`config.mk`:
```
export PLATFORM = sky130hd
export DESIGN_NAME = fieldbus_control_word_decoder
export DESIGN_NICKNAME = d
export VERILOG_FILES = /design/src/fbcw_pkg.sv /design/src/word_latch.sv /design/src/rise_detect.sv /design/src/fieldbus_control_word_decoder.sv
export SDC_FILE = /design/constraint.sdc
export NUM_CORES = 1
export LEC_CHECK = 0
export BUFFER_PORTS_ARGS = -buffer_cell sky130_fd_sc_hd__buf_4
export CAP_MARGIN = 20
export CORE_MARGIN = 8
export CORE_UTILIZATION = 35
export CTS_BUF_LIST = sky130_fd_sc_hd__clkbuf_2
export DETAILED_ROUTE_END_ITERATION = 8
export GPL_TIMING_DRIVEN = 0
export PLACE_DENSITY = 0.68
export SLEW_MARGIN = 20
export SYNTH_ARGS = -nofsm -noshare
export SYNTH_HDL_FRONTEND = slang
export SYNTH_HIERARCHICAL = 1
export SYNTH_SLANG_ARGS = --single-unit
```
`constraint.sdc`:
```
create_clock -name mclk -period 1.6 [get_ports mclk]
set_input_delay 0.32 -clock mclk [delete_from_list [all_inputs] [get_ports mclk]]
set_output_delay 0.32 -clock mclk [all_outputs]
set_load 0.03 [all_outputs]
```
`src/fbcw_pkg.sv`:
```
/*
 * Shared constants, bit positions and carrier types for the fieldbus
 * command word decoder (legacy 16-bit profile, native 32-bit profile).
 * Assumes one clock domain; words are written by logic on that clock.
 */
`default_nettype none
package fbcw_pkg;
   localparam int LEGACY_W = 16;
   localparam int NATIVE_W = 32;
   localparam int REF_W = 32;
   localparam int DRIVE_CMD_W = 16;
   localparam int APP_W = 4;

   // Legacy word bit positions
   localparam int LEG_JOG2 = 9;
   localparam int LEG_BUS_CTRL = 10;
   localparam int LEG_LOC = 11;
   localparam int LEG_APP_LSB = 12;

   // Native word bit positions
   localparam int NAT_STOP = 0;
   localparam int NAT_START = 1;
   localparam int NAT_REVERSE = 2;
   localparam int NAT_FAULT_RESET = 4;
   localparam int NAT_LOC = 5;
   localparam int NAT_RUN_DISABLE = 6;
   localparam int NAT_STOP_RAMP = 7;
   localparam int NAT_STOP_EMERG = 8;
   localparam int NAT_STOP_FREE = 9;
   localparam int NAT_RAMP_OUT_ZERO = 11;
   localparam int NAT_RAMP_HOLD = 12;
   localparam int NAT_RAMP_IN_ZERO = 13;
   localparam int NAT_LOCAL_LOCK = 14;
   localparam int NAT_LOCAL_CTL = 16;
   localparam int NAT_LOCAL_SET = 17;
   localparam int NAT_APP_LSB = 22;

   // Implemented native bits; reserved ones are dropped at the latch
   localparam logic [NATIVE_W-1:0] NATIVE_IMPL_MASK = 32'h03C3_7BF7;
   localparam logic [LEGACY_W-1:0] LEGACY_IMPL_MASK = 16'hFFFF;
   localparam logic [REF_W-1:0] REF_IMPL_MASK = 32'hFFFF_FFFF;

   // Reset values
   localparam logic [LEGACY_W-1:0] LEGACY_RESET = 16'h0000;
   localparam logic [NATIVE_W-1:0] NATIVE_RESET = 32'h0000_0000;
   localparam logic [REF_W-1:0] REF_RESET = 32'h0000_0000;

   typedef enum logic [2:0] {
      stop_sel_ramp = 3'b001,
      stop_sel_emergency = 3'b010,
      stop_sel_freewheel = 3'b100
   } stop_mode_t;

   // Configuration from drive parameters, same clock domain
   typedef struct packed {
      logic jog2_from_bus;
      logic location_from_bus;
      logic run_permit_from_bus;
      stop_mode_t param_stop_mode;
      logic fault_active;
   } drive_cfg_t;

   typedef struct packed {
      logic jog2_request;
      logic bus_control_enabled;
      logic ref_ramp_locked;
      logic location_valid;
      logic external_location_b;
      logic [APP_W-1:0] app_bits;
   } legacy_cmd_t;

   typedef struct packed {
      logic [DRIVE_CMD_W-1:0] drive_command;
      logic stop_request;
      logic start_request;
      logic reverse_request;
      logic fault_reset_pulse;
      logic location_valid;
      logic external_location_b;
      logic run_permit;
      stop_mode_t stop_mode;
      logic ramp_out_zero;
      logic ramp_hold;
      logic ramp_in_zero;
      logic local_lock_request;
      logic bus_local_control_request;
      logic bus_local_setpoint_request;
      logic [APP_W-1:0] app_bits;
   } native_cmd_t;
endpackage
`default_nettype wire

```
`src/word_latch.sv`:
```
/*
 * Whole-word command latch: loads every implemented bit in one cycle.
 * Assumes load is a one-cycle strobe on mclk with data valid alongside.
 */
`default_nettype none
module word_latch #(
   parameter int W = 16,
   parameter logic [W-1:0] MASK = '1,
   parameter logic [W-1:0] RST = '0
) (
   input wire logic mclk,
   input wire logic resetn,
   input wire logic load,
   input wire logic [W-1:0] din,
   output logic [W-1:0] dout
);
   typedef struct packed {
      logic [W-1:0] word;
   } latch_state_t;

   latch_state_t state;
   latch_state_t next_state;

   // All bits change together so dout never presents a mixed word
   always_comb begin
      next_state = state;
      if (load) begin
         next_state.word = din & MASK;
      end
   end

   always_ff @(posedge mclk or negedge resetn) begin
      if (!resetn) begin
         state.word <= RST;
      end else begin
         state <= next_state;
      end
   end

   assign dout = state.word;
endmodule
`default_nettype wire

```
`src/rise_detect.sv`:
```
/*
 * Rising-edge detector for levels held in command registers.
 * Assumes the level is already synchronous to mclk.
 */
`default_nettype none
module rise_detect #(
   parameter int W = 1
) (
   input wire logic mclk,
   input wire logic resetn,
   input wire logic [W-1:0] level,
   output logic [W-1:0] rise
);
   typedef struct packed {
      logic [W-1:0] prev;
   } edge_state_t;

   edge_state_t state;
   edge_state_t next_state;

   // Remember last level each cycle
   always_comb begin
      next_state = state;
      next_state.prev = level;
   end

   always_ff @(posedge mclk or negedge resetn) begin
      if (!resetn) begin
         state.prev <= '0;
      end else begin
         state <= next_state;
      end
   end

   assign rise = level & ~state.prev;
endmodule
`default_nettype wire

```
`src/fieldbus_control_word_decoder.sv`:
```
/*
 * Fieldbus command word decoder for a motor drive. Latches the legacy
 * 16-bit word (with its reference) and the native 32-bit word, and
 * decodes them into registered command outputs.
 * Assumes the fieldbus interface logic and drive parameters share mclk,
 * so no input is synchronised here.
 */
`default_nettype none
module fieldbus_control_word_decoder (
   input wire logic mclk,
   input wire logic resetn,
   input wire logic legacy_wr,
   input wire logic [fbcw_pkg::LEGACY_W-1:0] legacy_wdata,
   input wire logic [fbcw_pkg::REF_W-1:0] legacy_ref_wdata,
   input wire logic native_wr,
   input wire logic [fbcw_pkg::NATIVE_W-1:0] native_wdata,
   input wire fbcw_pkg::drive_cfg_t cfg,
   output logic [fbcw_pkg::LEGACY_W-1:0] legacy_word_rd,
   output logic [fbcw_pkg::REF_W-1:0] legacy_ref_rd,
   output logic [fbcw_pkg::NATIVE_W-1:0] native_word_rd,
   output logic legacy_write_refused,
   output fbcw_pkg::legacy_cmd_t legacy_cmd,
   output fbcw_pkg::native_cmd_t native_cmd
);
   import fbcw_pkg::*;

   typedef struct packed {
      legacy_cmd_t leg;
      native_cmd_t nat;
      logic refused;
   } dec_state_t;

   dec_state_t state;
   dec_state_t next_state;

   logic legacy_accept;
   logic legacy_all_zero;
   logic [LEGACY_W-1:0] leg_word;
   logic [REF_W-1:0] leg_ref;
   logic [NATIVE_W-1:0] nat_word;
   logic fault_reset_rise;
   logic [LEGACY_W-1:0] legacy_seen_word;

   // A write with control disabled and live data is dropped, which keeps
   // the last word and reference in force on a bus that lost its master
   assign legacy_all_zero = (legacy_wdata == LEGACY_RESET) &&
      (legacy_ref_wdata == REF_RESET);
   assign legacy_accept = legacy_wr &&
      (legacy_wdata[LEG_BUS_CTRL] || legacy_all_zero);

   word_latch #(
      .W(LEGACY_W),
      .MASK(LEGACY_IMPL_MASK),
      .RST(LEGACY_RESET)
   ) u_legacy_word (
      .mclk(mclk),
      .resetn(resetn),
      .load(legacy_accept),
      .din(legacy_wdata),
      .dout(leg_word)
   );

   word_latch #(
      .W(REF_W),
      .MASK(REF_IMPL_MASK),
      .RST(REF_RESET)
   ) u_legacy_ref (
      .mclk(mclk),
      .resetn(resetn),
      .load(legacy_accept),
      .din(legacy_ref_wdata),
      .dout(leg_ref)
   );

   word_latch #(
      .W(NATIVE_W),
      .MASK(NATIVE_IMPL_MASK),
      .RST(NATIVE_RESET)
   ) u_native_word (
      .mclk(mclk),
      .resetn(resetn),
      .load(native_wr),
      .din(native_wdata),
      .dout(nat_word)
   );

   // Edge on the stored bit, so holding it high never repeats a reset
   rise_detect #(
      .W(1)
   ) u_fault_reset_edge (
      .mclk(mclk),
      .resetn(resetn),
      .level(nat_word[NAT_FAULT_RESET]),
      .rise(fault_reset_rise)
   );

   assign legacy_seen_word = leg_word;

   // Legacy profile decode, bits 9 to 15 only
   always_comb begin
      next_state = state;
      next_state.refused = legacy_wr && !legacy_accept;
      next_state.leg.jog2_request = cfg.jog2_from_bus &&
         legacy_seen_word[LEG_JOG2];
      if (legacy_accept) begin
         // Both accepted cases enable bus control
         next_state.leg.bus_control_enabled = 1'b1;
         next_state.leg.ref_ramp_locked =
            !legacy_wdata[LEG_BUS_CTRL];
      end
      next_state.leg.location_valid = cfg.location_from_bus;
      next_state.leg.external_location_b = cfg.location_from_bus &&
         legacy_seen_word[LEG_LOC];
      next_state.leg.app_bits =
         legacy_seen_word[LEG_APP_LSB +: APP_W];

      // Native profile decode
      next_state.nat.drive_command =
         nat_word[DRIVE_CMD_W-1:0];
      next_state.nat.stop_request = nat_word[NAT_STOP];
      next_state.nat.start_request = nat_word[NAT_START];
      next_state.nat.reverse_request = nat_word[NAT_REVERSE];
      next_state.nat.fault_reset_pulse = fault_reset_rise &&
         cfg.fault_active;
      next_state.nat.location_valid = cfg.location_from_bus;
      next_state.nat.external_location_b = cfg.location_from_bus &&
         nat_word[NAT_LOC];
      // Bus does not block running unless it owns the permit
      next_state.nat.run_permit = !(cfg.run_permit_from_bus &&
         nat_word[NAT_RUN_DISABLE]);
      // Several request bits at once: the harder stop wins
      if (nat_word[NAT_STOP_FREE]) begin
         next_state.nat.stop_mode = stop_sel_freewheel;
      end else if (nat_word[NAT_STOP_EMERG]) begin
         next_state.nat.stop_mode = stop_sel_emergency;
      end else if (nat_word[NAT_STOP_RAMP]) begin
         next_state.nat.stop_mode = stop_sel_ramp;
      end else begin
         next_state.nat.stop_mode = cfg.param_stop_mode;
      end
      next_state.nat.ramp_out_zero = nat_word[NAT_RAMP_OUT_ZERO];
      next_state.nat.ramp_hold = nat_word[NAT_RAMP_HOLD];
      next_state.nat.ramp_in_zero = nat_word[NAT_RAMP_IN_ZERO];
      next_state.nat.local_lock_request =
         nat_word[NAT_LOCAL_LOCK];
      next_state.nat.bus_local_control_request =
         nat_word[NAT_LOCAL_CTL];
      next_state.nat.bus_local_setpoint_request =
         nat_word[NAT_LOCAL_SET];
      next_state.nat.app_bits = nat_word[NAT_APP_LSB +: APP_W];
   end

   // Decoded commands register one cycle after the word latch; bus_control_enabled and ref_ramp_locked load on the same edge as it
   always_ff @(posedge mclk or negedge resetn) begin
      if (!resetn) begin
         state.leg <= '0;
         state.nat <= '0;
         state.nat.run_permit <= 1'b1;
         state.nat.stop_mode <= stop_sel_ramp;
         state.refused <= 1'b0;
      end else begin
         state <= next_state;
      end
   end

   // Outputs all come from registers
   assign legacy_word_rd = leg_word;
   assign legacy_ref_rd = leg_ref;
   assign native_word_rd = nat_word;
   assign legacy_write_refused = state.refused;
   assign legacy_cmd = state.leg;
   assign native_cmd = state.nat;
endmodule
`default_nettype wire

```
# ---- After elaboration in Yosys (flattened, before gate mapping)
# Cells that the tools add are included.
dict set report word_totals {
  output_inout_bits 126
  register_bits 110
}
dict set report op_classes {
  n_bitwise 2
  reduce_logical 14
  n_mux 3
}
# op n
set ops {}
lappend ops {{$logic_not 32->1} 1}
lappend ops {{$logic_not 16->1} 1}
lappend ops {{$mux 3} 3}
lappend ops {{$logic_and 1x1->1} 8}
lappend ops {{$logic_not 1->1} 3}
lappend ops {{$and 1x1->1} 1}
lappend ops {{$logic_or 1x1->1} 1}
lappend ops {{$not 1->1} 1}

# ---- Logic depth before layout (Yosys ltp)
dict set report depth {
  ltp_word 6
  depth_mapped 6
}

# ---- Hierarchy
# Netlist, hierarchy kept.
# mod seq_area_each_um2 cells_each n_inst area_each_um2
set by_module_without_submodules {}
lappend by_module_without_submodules {{word_latch (u_legacy_ref)} 800.8 68 1 1345.0}
lappend by_module_without_submodules {fieldbus_control_word_decoder 953.4 82 1 1226.2}
lappend by_module_without_submodules {{word_latch (u_native_word)} 475.5 54 1 859.6}
lappend by_module_without_submodules {{word_latch (u_legacy_word)} 400.4 34 1 649.4}
lappend by_module_without_submodules {rise_detect 25.0 2 1 38.8}

# ---- Least setup slack after synthesis
# No wires, ideal clock.
dict set report synth_timing {
  path_type {input to register}
  startpoint {in legacy_ref_wdata[2] in the netlist's numbering}
  endpoint {reg u_legacy_ref.state (netlist bit u_legacy_ref/dout[0])}
  cell_stages 6
  setup_time_ns 0.125
  arrival_time_ns 1.948
  slack_ns -0.473
  path_cell_list {nor4_1 -> nand4_1 -> o41ai_1 -> buf_6 -> buf_12 -> mux2_4}
}
dict set report synth_via {
  elab_chain_cells 4
}
# element line_no
set synth_lines {}
lappend synth_lines {{start: declaration} fieldbus_control_word_decoder.sv:14} ;# input wire logic [fbcw_pkg::REF_W-1:0] legacy_ref_wdata,
lappend synth_lines {{$logic_not 32->1} fieldbus_control_word_decoder.sv:47} ;# (legacy_ref_wdata == REF_RESET);
lappend synth_lines {{$logic_and 1x1->1} fieldbus_control_word_decoder.sv:46} ;# assign legacy_all_zero = (legacy_wdata == LEGACY_RESET) &&
lappend synth_lines {{$logic_or 1x1->1} fieldbus_control_word_decoder.sv:49} ;# (legacy_wdata[LEG_BUS_CTRL] || legacy_all_zero);
lappend synth_lines {{$logic_and 1x1->1} fieldbus_control_word_decoder.sv:48} ;# assign legacy_accept = legacy_wr &&
lappend synth_lines {{via legacy_accept} fieldbus_control_word_decoder.sv:36} ;# logic legacy_accept;
lappend synth_lines {{end signal: assignment} word_latch.sv:36} ;# state <= next_state;
lappend synth_lines {{end: declaration} word_latch.sv:21} ;# latch_state_t state;
# The timed path passes the listed nets, and every way through them passes these cells.
# A chain may end at the register's enable or synchronous reset.

# ---- Worst setup path after layout
dict set report layout_timing {
  startpoint {in legacy_wdata[7] in the netlist's numbering}
  endpoint {reg u_legacy_ref.state (netlist bit u_legacy_ref/dout[24])}
}
dict set report layout_via {
  elab_chain_cells 4
}
# element line_no
set layout_lines {}
lappend layout_lines {{start: declaration} fieldbus_control_word_decoder.sv:13} ;# input wire logic [fbcw_pkg::LEGACY_W-1:0] legacy_wdata,
lappend layout_lines {{$logic_not 16->1} fieldbus_control_word_decoder.sv:46}
lappend layout_lines {{$logic_and 1x1->1} fieldbus_control_word_decoder.sv:46}
lappend layout_lines {{$logic_or 1x1->1} fieldbus_control_word_decoder.sv:49}
lappend layout_lines {{$logic_and 1x1->1} fieldbus_control_word_decoder.sv:48}
lappend layout_lines {{via legacy_accept} fieldbus_control_word_decoder.sv:36}
# The timed path passes the listed nets, and every way through them passes these cells.

==> results by group <==
Floorplanning
  • Starting Density: 0.359
  • Cell Rows: 39
  • Die area: 0.0155 mm2
  • Placeable Area: 0.0115 mm2
  • Die width: about 120 um
  • Io pins: around 220
  • Die Ht: 124 um

GRT
  • Number of global-route vias before repair: 3704
  • Largest net degree at the start of global routing: 107
  • Gr ovfl total: 0
  • Initial antenna violation count: 1
  • Gr usage total: 0.163
  • Global-route wire length before repair: 20300 um

Setup path
  • R2R depth: 3
  • Worst-path fanout max: 10
  • Worst R2R Setup Slack: 0.11 ns
  • Worst Path Required: about 2.1 ns
  • R2R Path End: u_native_word/dout[4]$_DFFE_PN0P_
  • Crit path capture type: register
  • Crit path DAT: 2.29 ns
  • Crit Path Category: primary input to register
  • Reg-to-reg startpoint: u_native_word/dout[4]$_DFFE_PN0P_
  • Critical path startpoint category: primary input

STA
  • Final setup viols: 53
  • Final hold slack: between 0.1 and 0.15 ns
  • Fmax achieved: 557 MHz
  • Max Transition Viols Final: 0
  • Slew of the pin with the lowest slew margin: 0.969 ns
  • Final Cycle Share: 1.12
  • Final Hold Vio Count: 0
  • Final Critical Period: 1.80 ns
  • Post-Route Skew: ~0.019 ns
  • Unrepaired setup endpoints after global routing: yes
  • Slew margin rel.: 0.354
  • Setup slack after layout: -0.195 ns

Finish
  • Post-Route Utilization: 0.665
  • Most common cell after layout, fill and taps aside: buf_4
  • Number of nets in the layout: roughly 680
  • Area Growth Syn to Fin: 85.1%
  • Most frequent cells in the layout: buf_4 (165), dfrtp_1 (103), buf_6 (100), dlygate4sd3_1 (85), mux2_4 (52)
  • Layout cell share with drive strength beyond 1: 0.617

Place
  • Port buffer count: ~190
  • Routability Congestion: 0.712
  • Post-DP HPWL: 8260 um
  • Pre-CTS WS: -0.989 ns

Power
  • Worst VDD drop: about 0.70 mV
  • P per Cell Area: approximately 940 mW/mm2
  • Final total power: between 7 and 8 mW
  • Leak: 3.74 nW

Synthesis
  • Sequential element share of the synthesized area: 0.645
  • Post-Syn Instances: 240
  • Yosys cell types: 20
  • Area contributors post-synth: dfrtp_1 (63%), mux2_4 (18%), mux2_2 (4.6%)
  • Fraction of registers with async set/reset: 1.00
  • Syn Area/Cell: between 15 and 20 um2
  • Top-area cell type share of the netlist area: 0.632
  • Mapped Area: 0.00412 mm2
  • Primary FF master, synth: dfrtp_1
  • Warnings, synthesis: 6
  • Area leader, netlist: dfrtp_1
  • Post-synth EDFFs: 0
  • Synth Register Bits: around 110

Detailed routing
  • Vias per cell: 4.42
  • WL/cell: 17.8 um
  • Starting DRT DRC Count: 133
  • DRC viols: 0
  • DRT antenna net count: 0
  • Drt first pass iters: 4
  • Via count: 3263
  • Routed WL: 13100 um

Outcome
  • Status: finished, violations left
  • Failing checks: setup timing

Worst hold path
  • Hold WC Path Type: primary input to register
  • WHS Endpoint: legacy_cmd[6]$_DFFE_PN0P_
  • Worst Hold Path Cells: 4
  • Hold wc startpoint: legacy_wdata[10]

Clock tree
  • CTS Root Cell: clkbuf_2
  • Register clock-pin slew on the reported worst setup and hold paths: 0.26 ns
  • # clock sinks: 106
  • Clock tree buffer depth: 2
  • Clock latency on the worst-skew pair: 0.58 ns
  • TritonCTS buffer count: 9
  • CTS tree: built
  • H-tree levels: 3

Flow run
  • Max Cap Viol: 0
-- what timing repair did --
item | CTS | global route
hold buffers | 85 | 0
pin swaps | 3 | 3
cloned | 0 | 1
hold endpoints to repair | 183 | 0
resized for setup | 54 | 50
setup endpoints to repair | 101 | 130
buffers inserted | 30 | 22
-- worst max path at each step --
stage	from	endpoint	slack [ns]	depth (start not counted)
2_1_floorplan	legacy_wdata[10]	u_legacy_ref/dout[0]$_DFFE_PN0P_	-0.33	6
3_3_place_gp	legacy_ref_wdata[21]	u_legacy_ref/dout[24]$_DFFE_PN0P_	-0.97	7
3_5_place_dp	legacy_ref_wdata[21]	u_legacy_ref/dout[28]$_DFFE_PN0P_	-0.99	7
4_1_cts	native_cmd[32]$_DFF_PN0_	native_cmd[32]	-0.12	2
5_1_grt	legacy_wdata[7]	u_legacy_ref/dout[10]$_DFFE_PN0P_	-0.16	8
6_report	legacy_wdata[7]	u_legacy_ref/dout[24]$_DFFE_PN0P_	-0.20	8
-- sequential cells by signal, indices dropped and copies added (netlist names) --
| name | cells |
|---|---|
| legacy_write_refused | 1 |
| u_native_word/dout | 19 |
| u_legacy_word/dout | 16 |
| u_fault_reset_edge/state | 1 |
| u_legacy_ref/dout | 32 |
| native_cmd | 29 |
| legacy_cmd | 8 |
-- power breakdown --
group          total [mW]  switching, mW  internal (mW)
combinational        2.72           1.28           1.44
clock                1.22          0.861          0.358
sequential           3.23          0.225           3.00
total                7.16           2.37           4.80
-- per-stage QoR --
step | instance area (um2) | instances | TNS (ns)
after detailed placement | 5830 | 584 | -46.77
after global routing | 7620 | 739 | -8.41
after floorplan | 4230 | 252 | -15.00
final | 7620 | 739 | -7.80
after CTS | 7230 | 715 | -1.25
after global placement | 5830 | 584 | -45.29
-- cells in the mapped netlist, drive strengths merged, types with 2 or more instances --
master  instances
dfrtp         104
mux2           67
buf            29
nor4           12
and2            4
nand2           4
nand4           3
nor2            3
o41ai           3
a21oi           2
dfstp           2
inv             2
-- kinds of logic (layout without fill, tap and decap cells) --
logic type | after synthesis | count (layout) | share of synthesized area
AOI/OAI and AO/OA | 7 | 7 | 0.0134
buffers and inverters | 31 | 374 | 0.0726
DFF | 106 | 106 | 0.645
muxes | 67 | 67 | 0.229
other | 1 | 14 | 0.000910
and+or+nand+nor | 28 | 28 | 0.0398
-- layout make-up --
type | instances | area [um2]
fill | 789 | 3840
sequential | 106 | 2660
timing repair buffer | 327 | 3020
clock buffer | 10 | 50.0
buffer | 29 | 322
tap | 143 | 179
inverter | 2 | 7.51
clock inverter | 6 | 57.6
antenna | 1 | 2.50
multi-input combinational | 115 | 1330
-- layer usage --
metal	up-vias	GRT usage	routed length, um
li1	1507	-	-
met5	-	0	0
met2	127	0.283	6870
met3	22	0.0638	972
met4	0	0.0709	311
met1	1607	0.172	4970
-- critical path: stages --
cell and delay (ns):
buf_4 0.12, nor4_1 0.44, nand4_1 0.16, buf_4 0.18, o41ai_4 0.40, buf_6 0.20, buf_12 0.16, mux2_4 0.31
No activity file was read; power rests on OpenSTA's default activity.
